[src/dio_pkg.sv]
// Constants and types for the controller-wide digital point space.
// Assumes a single core clock domain; no software-reachable registers.
package dio_pkg;

    // ----------------------------------------
    // Point space geometry
    // ----------------------------------------
    localparam int DIO_POINTS = 256;
    localparam int DIO_IDX_W = 8;
    localparam int DIO_WORD_W = 16;
    localparam int DIO_WORD_SEL_W = 4;
    localparam int DIO_WORDS = 16;

    // ----------------------------------------
    // Index ranges
    // ----------------------------------------
    localparam logic [7:0] DIO_PHANTOM_LAST = 8'h07;
    localparam logic [7:0] DIO_PHYS_OUT_FIRST = 8'h08;
    localparam logic [7:0] DIO_PHYS_OUT_LAST = 8'h0F;
    localparam logic [7:0] DIO_PHYS_IN_LAST = 8'h0F;
    localparam logic [7:0] DIO_VIRT_FIRST = 8'h10;
    localparam logic [7:0] DIO_DRIVE_IN_LAST = 8'h1F;
    localparam logic [7:0] DIO_FWD_LIMIT_IDX = 8'h10;
    localparam logic [7:0] DIO_REV_LIMIT_IDX = 8'h11;
    localparam logic [3:0] DIO_DRIVE_WORD = 4'h1;
    localparam int DIO_PHYS_OUT_COUNT = 8;
    localparam int DIO_PHYS_IN_COUNT = 16;

    // ----------------------------------------
    // Reset values
    // ----------------------------------------
    localparam logic [15:0] DIO_WORD_RESET = 16'h0000;
    localparam logic [7:0] DIO_PHYS_OUT_RESET = 8'h00;

    // ----------------------------------------
    // Response kind of the reads accepted in the previous cycle
    // ----------------------------------------
    typedef enum logic [3:0] {
        DIO_RSP_IDLE = 4'h1,
        DIO_RSP_OUT = 4'h2,
        DIO_RSP_IN = 4'h4,
        DIO_RSP_BOTH = 4'h8
    } dio_rsp_e;

endpackage : dio_pkg

[src/dio_store_if.sv]
// Bundle between the point-space top and its virtual point store.
// Assumes both ends run on core_clk.
`timescale 1ns/1ps
interface dio_store_if;
    import dio_pkg::*;

    logic outWr;
    logic [7:0] outWrIdx;
    logic outWrVal;
    logic inWr;
    logic [7:0] inWrIdx;
    logic inWrVal;
    logic plcInWr;
    logic [3:0] plcInWord;
    logic [15:0] plcInData;
    logic [7:0] outRdIdx;
    logic outRdBit;
    logic [7:0] inRdIdx;
    logic inRdBit;
    logic [3:0] plcOutWord;
    logic [15:0] plcOutData;

    modport top (
        output outWr, outWrIdx, outWrVal, inWr, inWrIdx, inWrVal,
        output plcInWr, plcInWord, plcInData, outRdIdx, inRdIdx, plcOutWord,
        input outRdBit, inRdBit, plcOutData
    );
    modport store (
        input outWr, outWrIdx, outWrVal, inWr, inWrIdx, inWrVal,
        input plcInWr, plcInWord, plcInData, outRdIdx, inRdIdx, plcOutWord,
        output outRdBit, inRdBit, plcOutData
    );
endinterface : dio_store_if

[src/dio_space.sv]
// Top of the controller-wide digital point space: 256 inputs, 256 outputs.
// Assumes all inputs are synchronous to core_clk; one point access per port per cycle.
`timescale 1ns/1ps

module dio_space
    import dio_pkg::*;
(
    // Clock and reset
    input wire logic core_clk,
    input wire logic resetn,
    // Output point access command
    input wire logic outCmdValid,
    input wire logic outCmdWrite,
    input wire logic [7:0] outCmdIndex,
    input wire logic outCmdValue,
    output logic outRdValid,
    output logic outRdData,
    // Input point access
    input wire logic inCmdValid,
    input wire logic inCmdWrite,
    input wire logic [7:0] inCmdIndex,
    input wire logic inCmdValue,
    output logic inRdValid,
    output logic inRdData,
    // Mapping to PLC memory, one enable per 16-point word
    input wire logic [15:0] outMapEn,
    input wire logic [15:0] inMapEn,
    // PLC memory exchange
    input wire logic plcOutRdValid,
    input wire logic [3:0] plcOutRdWord,
    output logic plcOutRdDone,
    output logic [15:0] plcOutRdData,
    input wire logic plcInWrValid,
    input wire logic [3:0] plcInWrWord,
    input wire logic [15:0] plcInWrData,
    // Fieldbus drive signals
    input wire logic driveLinkUp,
    input wire logic [15:0] driveIn,
    // Front connector
    output logic [7:0] fieldOut,
    input wire logic [15:0] fieldIn
);

    // ----------------------------------------
    // Declarations
    // ----------------------------------------
    dio_store_if st ();

    logic [7:0] physOut_reg;
    logic outRdData_reg;
    logic inRdData_reg;
    logic plcOutRdDone_reg;
    logic [15:0] plcOutRdData_reg;
    dio_rsp_e rsp_reg;
    dio_rsp_e rsp_next;

    logic outWrite;
    logic outRead;
    logic inRead;
    logic inWriteSoft;
    logic inWordMapped;
    logic driveWordLive;
    logic outSelBit;
    logic inRdBit;
    logic plcInAllowed;

    // ----------------------------------------
    // Store instance
    // ----------------------------------------
    dio_vstore dio_vstore_inst (
        .core_clk(core_clk),
        .resetn(resetn),
        .st(st)
    );

    // ----------------------------------------
    // Command decode
    // ----------------------------------------
    // Indices are global; there is no axis selector anywhere in the path
    assign outWrite = outCmdValid && outCmdWrite;
    assign outRead = outCmdValid && !outCmdWrite;
    assign inRead = inCmdValid && !inCmdWrite;

    // Drive signals own word 1 only while the fieldbus link is up
    assign driveWordLive = driveLinkUp;
    assign inWordMapped = inMapEn[inCmdIndex[7:4]];

    // Software may only set virtual inputs that nobody else feeds
    always_comb begin
        inWriteSoft = 1'b0;
        if (inCmdValid && inCmdWrite && inCmdIndex >= DIO_VIRT_FIRST && !inWordMapped) begin
            inWriteSoft = 1'b1;
            if (driveWordLive && inCmdIndex <= DIO_DRIVE_IN_LAST) begin
                inWriteSoft = 1'b0;
            end
        end
    end

    // PLC writes land only in mapped words above the physical word
    always_comb begin
        plcInAllowed = 1'b0;
        if (plcInWrValid && plcInWrWord != 4'h0 && inMapEn[plcInWrWord]) begin
            plcInAllowed = 1'b1;
            if (driveWordLive && plcInWrWord == DIO_DRIVE_WORD) begin
                plcInAllowed = 1'b0;
            end
        end
    end

    // ----------------------------------------
    // Store bundle drive
    // ----------------------------------------
    assign st.outWr = outWrite && outCmdIndex >= DIO_VIRT_FIRST;
    assign st.outWrIdx = outCmdIndex;
    assign st.outWrVal = outCmdValue;
    assign st.inWr = inWriteSoft;
    assign st.inWrIdx = inCmdIndex;
    assign st.inWrVal = inCmdValue;
    assign st.plcInWr = plcInAllowed;
    assign st.plcInWord = plcInWrWord;
    assign st.plcInData = plcInWrData;
    assign st.outRdIdx = outCmdIndex;
    assign st.inRdIdx = inCmdIndex;
    assign st.plcOutWord = plcOutRdWord;

    // ----------------------------------------
    // Physical outputs 8..15
    // ----------------------------------------
    // Writes to 0..7 fall through every branch and change nothing
    always_ff @(posedge core_clk or negedge resetn) begin
        if (!resetn) begin
            physOut_reg <= DIO_PHYS_OUT_RESET;
        end else if (outWrite && outCmdIndex >= DIO_PHYS_OUT_FIRST
                     && outCmdIndex <= DIO_PHYS_OUT_LAST) begin
            physOut_reg[outCmdIndex[2:0]] <= outCmdValue;
        end
    end

    assign fieldOut = physOut_reg;

    // ----------------------------------------
    // Read selection
    // ----------------------------------------
    always_comb begin
        if (outCmdIndex <= DIO_PHANTOM_LAST) begin
            outSelBit = 1'b0;
        end else if (outCmdIndex <= DIO_PHYS_OUT_LAST) begin
            outSelBit = physOut_reg[outCmdIndex[2:0]];
        end else begin
            outSelBit = st.outRdBit;
        end
    end

    always_comb begin
        if (inCmdIndex <= DIO_PHYS_IN_LAST) begin
            inRdBit = fieldIn[inCmdIndex[3:0]];
        end else if (driveWordLive && inCmdIndex <= DIO_DRIVE_IN_LAST) begin
            // Bit 0 is the forward limit at 16, bit 1 the reverse limit at 17
            inRdBit = driveIn[inCmdIndex[3:0]];
        end else begin
            inRdBit = st.inRdBit;
        end
    end

    // ----------------------------------------
    // Response registers
    // ----------------------------------------
    always_ff @(posedge core_clk or negedge resetn) begin
        if (!resetn) begin
            outRdData_reg <= 1'b0;
        end else if (outRead) begin
            outRdData_reg <= outSelBit;
        end
    end

    always_ff @(posedge core_clk or negedge resetn) begin
        if (!resetn) begin
            inRdData_reg <= 1'b0;
        end else if (inRead) begin
            inRdData_reg <= inRdBit;
        end
    end

    // Unmapped or physical words answer zero so the PLC never sees private state
    always_ff @(posedge core_clk or negedge resetn) begin
        if (!resetn) begin
            plcOutRdDone_reg <= 1'b0;
            plcOutRdData_reg <= DIO_WORD_RESET;
        end else begin
            plcOutRdDone_reg <= plcOutRdValid;
            if (plcOutRdValid) begin
                if (plcOutRdWord != 4'h0 && outMapEn[plcOutRdWord]) begin
                    plcOutRdData_reg <= st.plcOutData;
                end else begin
                    plcOutRdData_reg <= DIO_WORD_RESET;
                end
            end
        end
    end

    // ----------------------------------------
    // Response kind tracking
    // ----------------------------------------
    always_comb begin
        case ({outRead, inRead})
            2'b10: rsp_next = DIO_RSP_OUT;
            2'b01: rsp_next = DIO_RSP_IN;
            2'b11: rsp_next = DIO_RSP_BOTH;
            default: rsp_next = DIO_RSP_IDLE;
        endcase
    end

    always_ff @(posedge core_clk or negedge resetn) begin
        if (!resetn) begin
            rsp_reg <= DIO_RSP_IDLE;
        end else begin
            rsp_reg <= rsp_next;
        end
    end

    // ----------------------------------------
    // Outputs
    // ----------------------------------------
    assign outRdValid = rsp_reg == DIO_RSP_OUT || rsp_reg == DIO_RSP_BOTH;
    assign outRdData = outRdData_reg;
    assign inRdValid = rsp_reg == DIO_RSP_IN || rsp_reg == DIO_RSP_BOTH;
    assign inRdData = inRdData_reg;
    assign plcOutRdDone = plcOutRdDone_reg;
    assign plcOutRdData = plcOutRdData_reg;

endmodule : dio_space

[src/dio_vstore.sv]
// Word store for virtual output and input points 16..255.
// Assumes the top only issues writes that are legal for the mapping state.
`timescale 1ns/1ps
module dio_vstore
    import dio_pkg::*;
(
    // Clock and reset
    input wire logic core_clk,
    input wire logic resetn,
    // Access bundle
    dio_store_if.store st
);

    // ----------------------------------------
    // Storage
    // ----------------------------------------
    logic [15:0] outWords_reg [DIO_WORDS];
    logic [15:0] inWords_reg [DIO_WORDS];

    genvar w;
    generate
        for (w = 0; w < DIO_WORDS; w++) begin : gWord
            always_ff @(posedge core_clk or negedge resetn) begin
                if (!resetn) begin
                    outWords_reg[w] <= DIO_WORD_RESET;
                end else if (st.outWr && st.outWrIdx[7:4] == 4'(w)) begin
                    outWords_reg[w][st.outWrIdx[3:0]] <= st.outWrVal;
                end
            end
            always_ff @(posedge core_clk or negedge resetn) begin
                if (!resetn) begin
                    inWords_reg[w] <= DIO_WORD_RESET;
                end else if (st.plcInWr && st.plcInWord == 4'(w)) begin
                    inWords_reg[w] <= st.plcInData;
                end else if (st.inWr && st.inWrIdx[7:4] == 4'(w)) begin
                    inWords_reg[w][st.inWrIdx[3:0]] <= st.inWrVal;
                end
            end
        end
    endgenerate

    // Word 0 is never written by the top, which serves it from pins; it stays at reset

    // ----------------------------------------
    // Reads
    // ----------------------------------------
    assign st.outRdBit = outWords_reg[st.outRdIdx[7:4]][st.outRdIdx[3:0]];
    assign st.inRdBit = inWords_reg[st.inRdIdx[7:4]][st.inRdIdx[3:0]];
    assign st.plcOutData = outWords_reg[st.plcOutWord];

endmodule : dio_vstore

[config.mk]
export PLATFORM = sky130hd
export DESIGN_NAME = dio_space
export DESIGN_NICKNAME = d
export VERILOG_FILES = /design/src/dio_pkg.sv /design/src/dio_store_if.sv /design/src/dio_space.sv /design/src/dio_vstore.sv
export SDC_FILE = /design/constraint.sdc
export NUM_CORES = 1
export LEC_CHECK = 0
export ABC_CLOCK_PERIOD_IN_PS = 2500
export BUFFER_PORTS_ARGS = -buffer_cell sky130_fd_sc_hd__buf_2
export CELL_PAD_IN_SITES_DETAIL_PLACEMENT = 0
export CELL_PAD_IN_SITES_GLOBAL_PLACEMENT = 2
export CORE_UTILIZATION = 42
export CTS_CLUSTER_DIAMETER = 120
export CTS_CLUSTER_SIZE = 30
export DETAILED_ROUTE_END_ITERATION = 10
export PLACE_DENSITY_LB_ADDON = 0.1
export SLEW_MARGIN = 20
export SYNTH_ARGS = -nofsm -noshare
export SYNTH_HDL_FRONTEND = slang
export SYNTH_SLANG_ARGS = --single-unit
[constraint.sdc]
create_clock -name core_clk -period 2.5 [get_ports core_clk]
set_clock_uncertainty 0.15 [all_clocks]
set_input_delay 0.5 -clock core_clk [delete_from_list [all_inputs] [get_ports core_clk]]
set_output_delay 0.5 -clock core_clk [all_outputs]
set_load 0.1 [all_outputs]
; Yosys cells after proc, flatten, opt, wreduce, memory -nomap -nowiden
; Index checks and enable logic that the tools add are counted.
[classes]
order_cmp = 19
eq_ne = 51
n_mux = 106
n_bitwise = 3
reduce_logical = 91
[op_table]
columns = op, n
row1 = 16-bit 2-to-1 mux, 39
row2 = 16-bit bitwise mux, 32
row3 = 16-bit binary-select mux with 4-bit select, 3
row4 = 4-bit == test (second input constant), 25
row5 = 1-bit logical AND, 65
row6 = 4-bit by 3-bit == test with 1-bit output (second input constant), 13
row7 = 2-bit nonzero test, 16
row8 = 1-bit binary-select mux with 4-bit select, 7
row9 = 4-bit by 2-bit == test with 1-bit output (second input constant), 7
row10 = 4-bit by 5-bit < comparator with 1-bit output (second input constant), 5
row11 = 1-bit 2-to-1 mux, 19
row12 = 8-bit by 5-bit >= comparator with 1-bit output (second input constant), 2
row13 = 8-bit by 4-bit <= comparator with 1-bit output (second input constant), 2
row14 = 5-bit >= comparator (second input constant), 3
row15 = 4-bit NOT with 5-bit output, 3
row16 = 4-bit by 1-bit == test with 1-bit output (second input constant), 3
row17 = 4-bit zero test, 3
row18 = 4-bit case mux with 3 select lines, 1
row19 = 8-bit bitwise mux, 1
row20 = 1-bit demux with 4-bit select, 2
row21 = 4-bit by 1-bit >= comparator with 1-bit output (second input constant), 2
row22 = 8-bit by 4-bit >= comparator with 1-bit output (second input constant), 1
row23 = 8-bit by 3-bit <= comparator with 1-bit output (second input constant), 1
row24 = 8-bit by 5-bit <= comparator with 1-bit output (second input constant), 1
row25 = other kinds (9), 14
[totals]
ff_bits = 543
inputBits = 115
output_inout_bits = 29
word_cells = 308

; Logic depth before layout (Yosys ltp)
; Gate-level depths: netlist of the first run.
[depth]
word_depth = 8
mapped_depth = 11
mapped_depth_nobuf = 7

; By module
; A second synthesis of the first run with hierarchy kept.
[hier_totals]
cells_unflattened = 3070
hier_area_um2 = 32148.3
[modules_own_cells]
columns = mod, n_inst, cells_per_inst, area_each_um2, seq_area_each_um2
row1 = dio_vstore, 1, 2894, 30108.9, 12812.3
row2 = dio_space, 1, 176, 2039.5, 777.0

; Least setup slack after synthesis of the first run
; Ideal clock, no wire load.
[synth_timing]
path_kind = flip-flop to output port
start = register rsp_reg[3]
end = output inRdValid
t_arrival_ns = 2.535
required_ns = 1.850
path_slack_ns = -0.685
stages_incl_launch_ff = 3
n_path_buf = 0
path_cell_list = dfrtp_1 -> xnor2_1 -> nor3_1
[synth_between]
elab_chain_len = 2
word_cells_on_any_way = 3
cone_classes = 2 x eq/ne / 1 x reduce/logical
[synth_lines]
columns = element, line_no
row1 = start: declaration, dio_space.sv:54  ; dio_rsp_e rsp_reg;
row2 = start signal: assignment, dio_space.sv:217  ; rsp_reg <= rsp_next;
row3 = 4-bit by 3-bit == test with 1-bit output / 4-bit == test (equally long branches), dio_space.sv:226  ; assign inRdValid = rsp_reg == DIO_RSP_IN || rsp_reg == DIO_RSP_BOTH;
row4 = 1-bit logical OR *, dio_space.sv:226
row5 = end: declaration, dio_space.sv:23  ; output logic inRdValid,
; Every way passes the cells marked *; elsewhere a longest branch is shown, timed or not.

; Worst setup path after layout of the first run
[layout_timing]
start = register dio_vstore_inst.outWords_reg[140] in the netlist's numbering
end = register outRdData_reg (netlist: outRdData)
[layout_between]
elab_chain_len = 7
[layout_lines]
columns = element, line_no
row1 = start: declaration, dio_vstore.sv:17  ; logic [15:0] outWords_reg [DIO_WORDS];
row2 = start signal: indexed assignment, dio_vstore.sv:27  ; outWords_reg[w][st.outWrIdx[3:0]] <= st.outWrVal;
row3 = 16-bit binary-select mux with 4-bit select, dio_vstore.sv:47  ; assign st.outRdBit = outWords_reg[st.outRdIdx[7:4]][st.outRdIdx[3:0]];
row4 = 16-bit 2-to-1 mux (implied by the code) (2 in series), dio_vstore.sv:47
row5 = 1-bit binary-select mux with 4-bit select, dio_vstore.sv:47
row6 = 1-bit 2-to-1 mux (implied by the code), dio_vstore.sv:47
row7 = 1-bit 2-to-1 mux, dio_space.sv:147  ; end else if (outCmdIndex <= DIO_PHYS_OUT_LAST) begin
row8 = 1-bit 2-to-1 mux, dio_space.sv:145  ; if (outCmdIndex <= DIO_PHANTOM_LAST) begin
row9 = end signal: assignment, dio_space.sv:172  ; outRdData_reg <= outSelBit;
row10 = end: declaration, dio_space.sv:50  ; logic outRdData_reg;
; Every way passes these cells. The select of a mux whose other input is x is not followed.
; A chain may end at the register's enable or synchronous reset.

==> impl_metrics.toml, run 1 <==
[outcome]
status = "finished clean"

[sta]
final_max_slew_viol_count = 0
worstMarginPinSlew_ns = 0.6976
period_needed_ns = 2.467
fin_crit_sh = 0.9869
setup_viol = 0
max_freq_mhz = 405.3
grt_setup_unrepaired = "true"
worst_slew_margin_rel = 0.5337
hold_viol = 0

[synth]
synth_flop_cell = "dfrtp_1"
yosys_warnings = 0
yosysUniqueCellTypes = 58
syn_area_um2 = 31880
synthTopCellsByCount = "nor2_1 (591), dfrtp_1 (542), mux2i_1 (300), mux2_2 (256), nand2_1 (232)"
async_reset_ff_frac = 1.000
syn-num-nets = 3091
synth_edf_count = 0
ys_seq_elements = 543
syn_area_per_cell_um2 = 10.71
synth.most_common_cell = "nor2_1"
synth-seq-area-share = 0.4263
yosysTopAreaCellShare = 0.4254
synthTopCellsByArea = "dfrtp_1 (43%), mux4_2 (15%), mux2i_1 (9.4%), mux2_2 (9.0%), nor2_1 (7.0%)"
syn-instance-count = 2976
synth_top_cell_by_area = "dfrtp_1"

[die]
num_rows = 100
die_h_um = 277.5
die_w_um = 277.5
coreArea_um2 = 74820
start_util = 0.4261
die_area_um2 = 77010
num_io_pins = 144

[placed_design]
portBuffers = 142
dpl_cell_area_um2 = 36370
dp_hpwl_um = 76710
gp_congestion = 0.9038
placed_cells = 4142

[power]
p_leak_nw = 15.67
max-vdd-ir-drop_uv = 427.5
power_density_nw_per_um2 = 546.7

[clock_tree]
path_clk_slew_ns = 0.12
cts_tree = "done"
cts.path.max_buffers = 3
cts_sinks = 543
cts_setup_buffers = 0
clockRootBuffer = "clkbuf_16"
htree_levels = 1
clk_latency_ns = 0.62
cts_buffers = 24

[hold_path]
worst_hold_path.endpoint = "plcOutRdDone"
min_path_type = "input port to flip-flop"
min_delay_path_depth = 1
hold_path_startpoint = "plcOutRdValid"

[layout]
drive_above_1_share = 0.3462
finish.utilization = 0.4976
final_cells = 4185
fillCellCount = 6802
area_growth_pct = 16.78
fin_nets = 3315
stdcell_area_um2 = 37230

[critical_path]
r2r_slack_ns = 0.03
crit_required_ns = 2.83
timing.rr.end = "outRdData"
endpoint_kind = "flip-flop"
start_kind = "flip-flop"
arrival_ns = 2.80
critPathKind = "flip-flop to flip-flop"
r2r_cells = 8
reg2reg_from = "dio_vstore_inst.outWords_reg[140]"
worstPathMaxFanout = 2

[detailed_routing]
initialDrtViolationCount = 1919
viasPerCell = 5.770
drtAntennaViolNets = 0
vias = 24150
firstDrtPassIters = 7
wl_per_cell_um = 26.30
drc = 0
routed_wl_um = 110100

[global_routing]
grt_pass1_vias = 24680
globalRouteTotalUtil = 0.2864
grt_pass1_wl_um = 166000
antenna_found_initial = 3
grt_start_max_net_pins = 95
grt-ovfl-total = 0

[job]
maxCapViolations = 0
-- layout make-up --
cell class                 instances  area, um^2  share of cell area
multi-input combinational       2105       17040              0.4577
sequential                       543       13590              0.3650
timing repair buffer             504        4511              0.1212
tap                              969        1212             0.03256
clock buffer                      31       658.1             0.01768
clock inverter                    10       133.9            0.003596
inverter                          22       82.58            0.002218
antenna                            1       2.502          0.00006721
-- repair_timing --
item / in CTS / in global routing
hold buffers: 1 / 0
gates resized for setup: 4 / 6
endpoints found under the hold margin: 103 / 0
setup endpoints to repair: 1 / 3
pin swaps: 0 / 4
-- cell usage in the layout (no fill, tap or decap), types with 3 or more instances in the layout --
cell type / Yosys / layout
a211oi_1: 9 / 9
a21oi_1: 139 / 138
a221oi_2: 0 / 4
a22o_1: 6 / 6
a22oi_1: 18 / 17
a311oi_1: 4 / 4
a31oi_1: 10 / 10
and2_1: 7 / 7
and3_4: 0 / 3
buf_12: 0 / 83
buf_2: 64 / 133
buf_4: 12 / 282
buf_6: 13 / 3
clkbuf_1: 201 / 5
clkbuf_16: 0 / 25
dfrtp_1: 542 / 542
inv_1: 20 / 20
inv_6: 0 / 3
mux2_2: 256 / 256
mux2i_1: 300 / 300
mux4_2: 206 / 208
nand2_1: 232 / 194
nand2_2: 0 / 38
nand2b_1: 8 / 8
nand3_1: 45 / 45
nand3b_1: 16 / 16
nand4_1: 5 / 5
nor2_1: 591 / 591
nor2b_1: 41 / 41
nor3_1: 20 / 16
nor3_2: 2 / 6
nor4b_2: 1 / 3
o211ai_1: 5 / 5
o21ai_0: 62 / 62
o21ai_1: 34 / 34
o21ai_2: 38 / 38
o221ai_1: 3 / 3
-- cells by family (layout without fill, tap and decap cells) --
group / count (synthesis) / in the layout / share of synthesized area
other cells: 0 / 1 / 0
xor+xnor: 2 / 2 / 0.0005496
flops: 543 / 543 / 0.4263
buf+inv: 328 / 567 / 0.04592
mux: 765 / 765 / 0.3326
compound gates: 343 / 343 / 0.06433
simple gates: 995 / 995 / 0.1303
-- critical path: stages, from the launching register on --
cell,delay (ns)
dfrtp_1,0.40
mux4_2,0.48
a22o_1,0.25
a221oi_2,0.23
o22ai_2,0.16
o32ai_2,0.26
buf_4,0.17
a21oi_2,0.04
o21a_1,0.19
-- how the worst max path moves through the flow --
stage / start / to / cells past startpoint
finish: dio_vstore_inst.outWords_reg[140] / outRdData / 8
global route: dio_vstore_inst.outWords_reg[142] / outRdData / 8
CTS: dio_vstore_inst.outWords_reg[180] / outRdData / 8
detailed placement: outCmdIndex[4] / outRdData / 9
global placement: outCmdIndex[4] / outRdData / 10
floorplan: plcInWrWord[0] / dio_vstore_inst.inWords_reg[31] / 10
-- metal layers --
layer	global-route usage	part of all wire	up-vias
met5	0	0.000073	-
met1	0.3748	0.42	12410
met3	0.02527	0.039	182
met2	0.4930	0.50	616
met4	0.1088	0.042	2
li1	-	-	10940
-- through the flow --
step | power (mW) | worst slack [ns] | hold slack (ns) | TNS (ns)
global route | 21.32 | -0.02693 | 0.09460 | -0.02693
floorplan | 13.49 | -0.06973 | 0.05441 | -3.415
finish | 20.35 | 0.03283 | 0.09032 | 0
CTS | 20.57 | 0.006349 | 0.05506 | 0
detailed placement | 15.32 | -0.5955 | 0.2135 | -103.19
global placement | 15.13 | -0.5965 | 0.2104 | -94.23
-- report_power, final --
part	switching, mW	leakage (nW)	total (mW)	internal [mW]
Sequential	0.708	7.19	10.7	10.0
Combinational	2.30	8.09	4.42	2.12
Clock	3.15	0.387	5.22	2.07
No activity file was read; power rests on OpenSTA's default activity.
==> run 2: changes to the inputs <==
- ABC_CLOCK_PERIOD_IN_PS: 2500 -> 2980
- CORE_UTILIZATION: 42 -> 45
- clock period: 2.5 -> 2.98 ns (I/O delays scaled with it)
==> run 2 against run 1 <==
  * Non-clock buffer count down 110
  * Global-route usage up 0.68 points
  * Cell area down 4.2%
  * Register-to-register slack better by 0.29 ns
  * First-iteration DRC count down 19%
  * Wire length down 5.5%
  * Critical path type is now flip-flop to output pin
  * Critical endpoint is now outRdValid
==> impl_metrics.toml, run 2 (same netlist as run 1, synthesis figures left out) <==
[critical_path]
r2r_slack_ns = 0.32
endpoint_kind = "output pin"
worstPathMaxFanout = 2
cp_slowest_cell = "buf_2"
arrival_ns = 2.05
crit_chain = "xnor2_1 -> nor3_2 -> buf_2"
crit_required_ns = 2.23
critPathKind = "flip-flop to output pin"
slowest_delay_ns = 0.51
start_kind = "flip-flop"

[clock_tree]
htree_levels = 1
clk_latency_ns = 0.62
path_clk_slew_ns = 0.12
cts_buffers = 22
cts.path.max_buffers = 3
clockRootBuffer = "clkbuf_16"
cts_sinks = 543
cts_tree = "done"

[placed_design]
placed_cells = 4003
dp_hpwl_um = 71480
gp_congestion = 0.8948
portBuffers = 142
dpl_cell_area_um2 = 35010

[layout]
drive_above_1_share = 0.3040
area_growth_pct = 11.88
final-seq-area_um2 = 13590
mostFrequentLayoutCells = "nor2_1 (591), dfrtp_1 (542), mux2i_1 (300), mux2_2 (256), nand2_1 (232)"
final_cells = 4043
multiInputGateArea_um2 = 16870
fin_nets = 3203
fillCellCount = 6343
final_common_cell = "nor2_1"
stdcell_area_um2 = 35670

[sta]
worst_slew_margin_rel = 0.5229
setup_viol = 0
max_freq_mhz = 358.2
worstMarginPinSlew_ns = 0.7131
period_needed_ns = 2.792
grt_setup_unrepaired = "false"
final_max_slew_viol_count = 0
fin_crit_sh = 0.9368
setup_tns_ns = 0
hold_viol = 0

[die]
coreArea_um2 = 70030
die_area_um2 = 71920
die_h_um = 268.2
num_rows = 97
die_w_um = 268.2
start_util = 0.4553
num_io_pins = 144

[detailed_routing]
routed_wl_um = 104000
wl_per_cell_um = 25.72
drc = 0
initialDrtViolationCount = 1552
vias = 23630
firstDrtPassIters = 5
drtAntennaViolNets = 0
viasPerCell = 5.844

[global_routing]
grt_pass1_wl_um = 156700
grt-ovfl-total = 0
antenna_found_initial = 4
globalRouteTotalUtil = 0.2932
grt_pass1_vias = 23780
grt_start_max_net_pins = 103

[power]
p_leak_nw = 14.84
power_density_nw_per_um2 = 459.4
max-vdd-ir-drop_uv = 404.1

[hold_path]
min_path_type = "input port to flip-flop"

[job]
maxCapViolations = 0

[outcome]
status = "finished clean"
==> run 2: through the flow <==
step	utilization	worst slack, ns	hold slack (ns)	total power, mW
2_1_floorplan	-	0.1557	0.1504	11.29
3_3_place_gp	0.4999	-0.2923	0.2104	12.46
3_5_place_dp	0.4999	-0.2761	0.2135	12.61
4_1_cts	0.5092	0.1782	0.1483	16.56
5_1_grt	0.5093	0.07992	0.2018	17.17
6_report	0.5093	0.1883	0.1681	16.38
==> run 2: cell type report <==
type,count,share of cell area
multi-input cells,2105,0.4731
flip-flops and latches,543,0.3810
repair buffers,394,0.09236
well taps,940,0.03297
clock buffers,31,0.01666
inverters,22,0.002315
clock inverters,4,0.001333
diodes,4,0.0002806
==> run 2: repair_timing <==
| item | 4_1_cts | 5_1_grt |
|---|---|---|
| buffers inserted | 0 | 0 |
| hold buffers | 1 | 0 |
| endpoints found under the hold margin | 44 | 0 |
| resized for setup | 0 | 0 |
==> run 2: worst paths after layout <==
| check | from | end | cells past startpoint |
|---|---|---|---|
| min in group asynchronous | resetn | dio_vstore_inst.inWords_reg[51] | 2 |
| hold reg to reg | dio_vstore_inst.inWords_reg[247] | dio_vstore_inst.inWords_reg[247] | 0 |
| max in group asynchronous | resetn | dio_vstore_inst.inWords_reg[148] | 3 |
| hold / removal | outCmdWrite | rsp_reg[2] | 3 |
| setup reg to reg | dio_vstore_inst.outWords_reg[158] | outRdData | 7 |
| setup / recovery | rsp_reg[3] | outRdValid | 3 |
==> run 2: per-layer routing <==
layer	wire (um)	track usage	part of all wire
met1	42530	0.3845	0.41
met2	52290	0.4996	0.50
met3	4349	0.02346	0.042
met4	4805	0.1260	0.046
met5	0	0	0
==> run 2: worst max-delay path, delay by kind of cell, from the launching register on <==
family / cells / cell delay (ns)
XOR/XNOR: 1 / 0.14
buffers and inverters: 1 / 0.51
flip-flops: 1 / 0.42
AND/OR/NAND/NOR: 1 / 0.34
==> run 2: power breakdown <==
part | leakage, nW | internal, mW | switching [mW]
Combinational | 7.35 | 1.65 | 1.83
Sequential | 7.19 | 8.40 | 0.579
Clock | 0.302 | 1.44 | 2.49
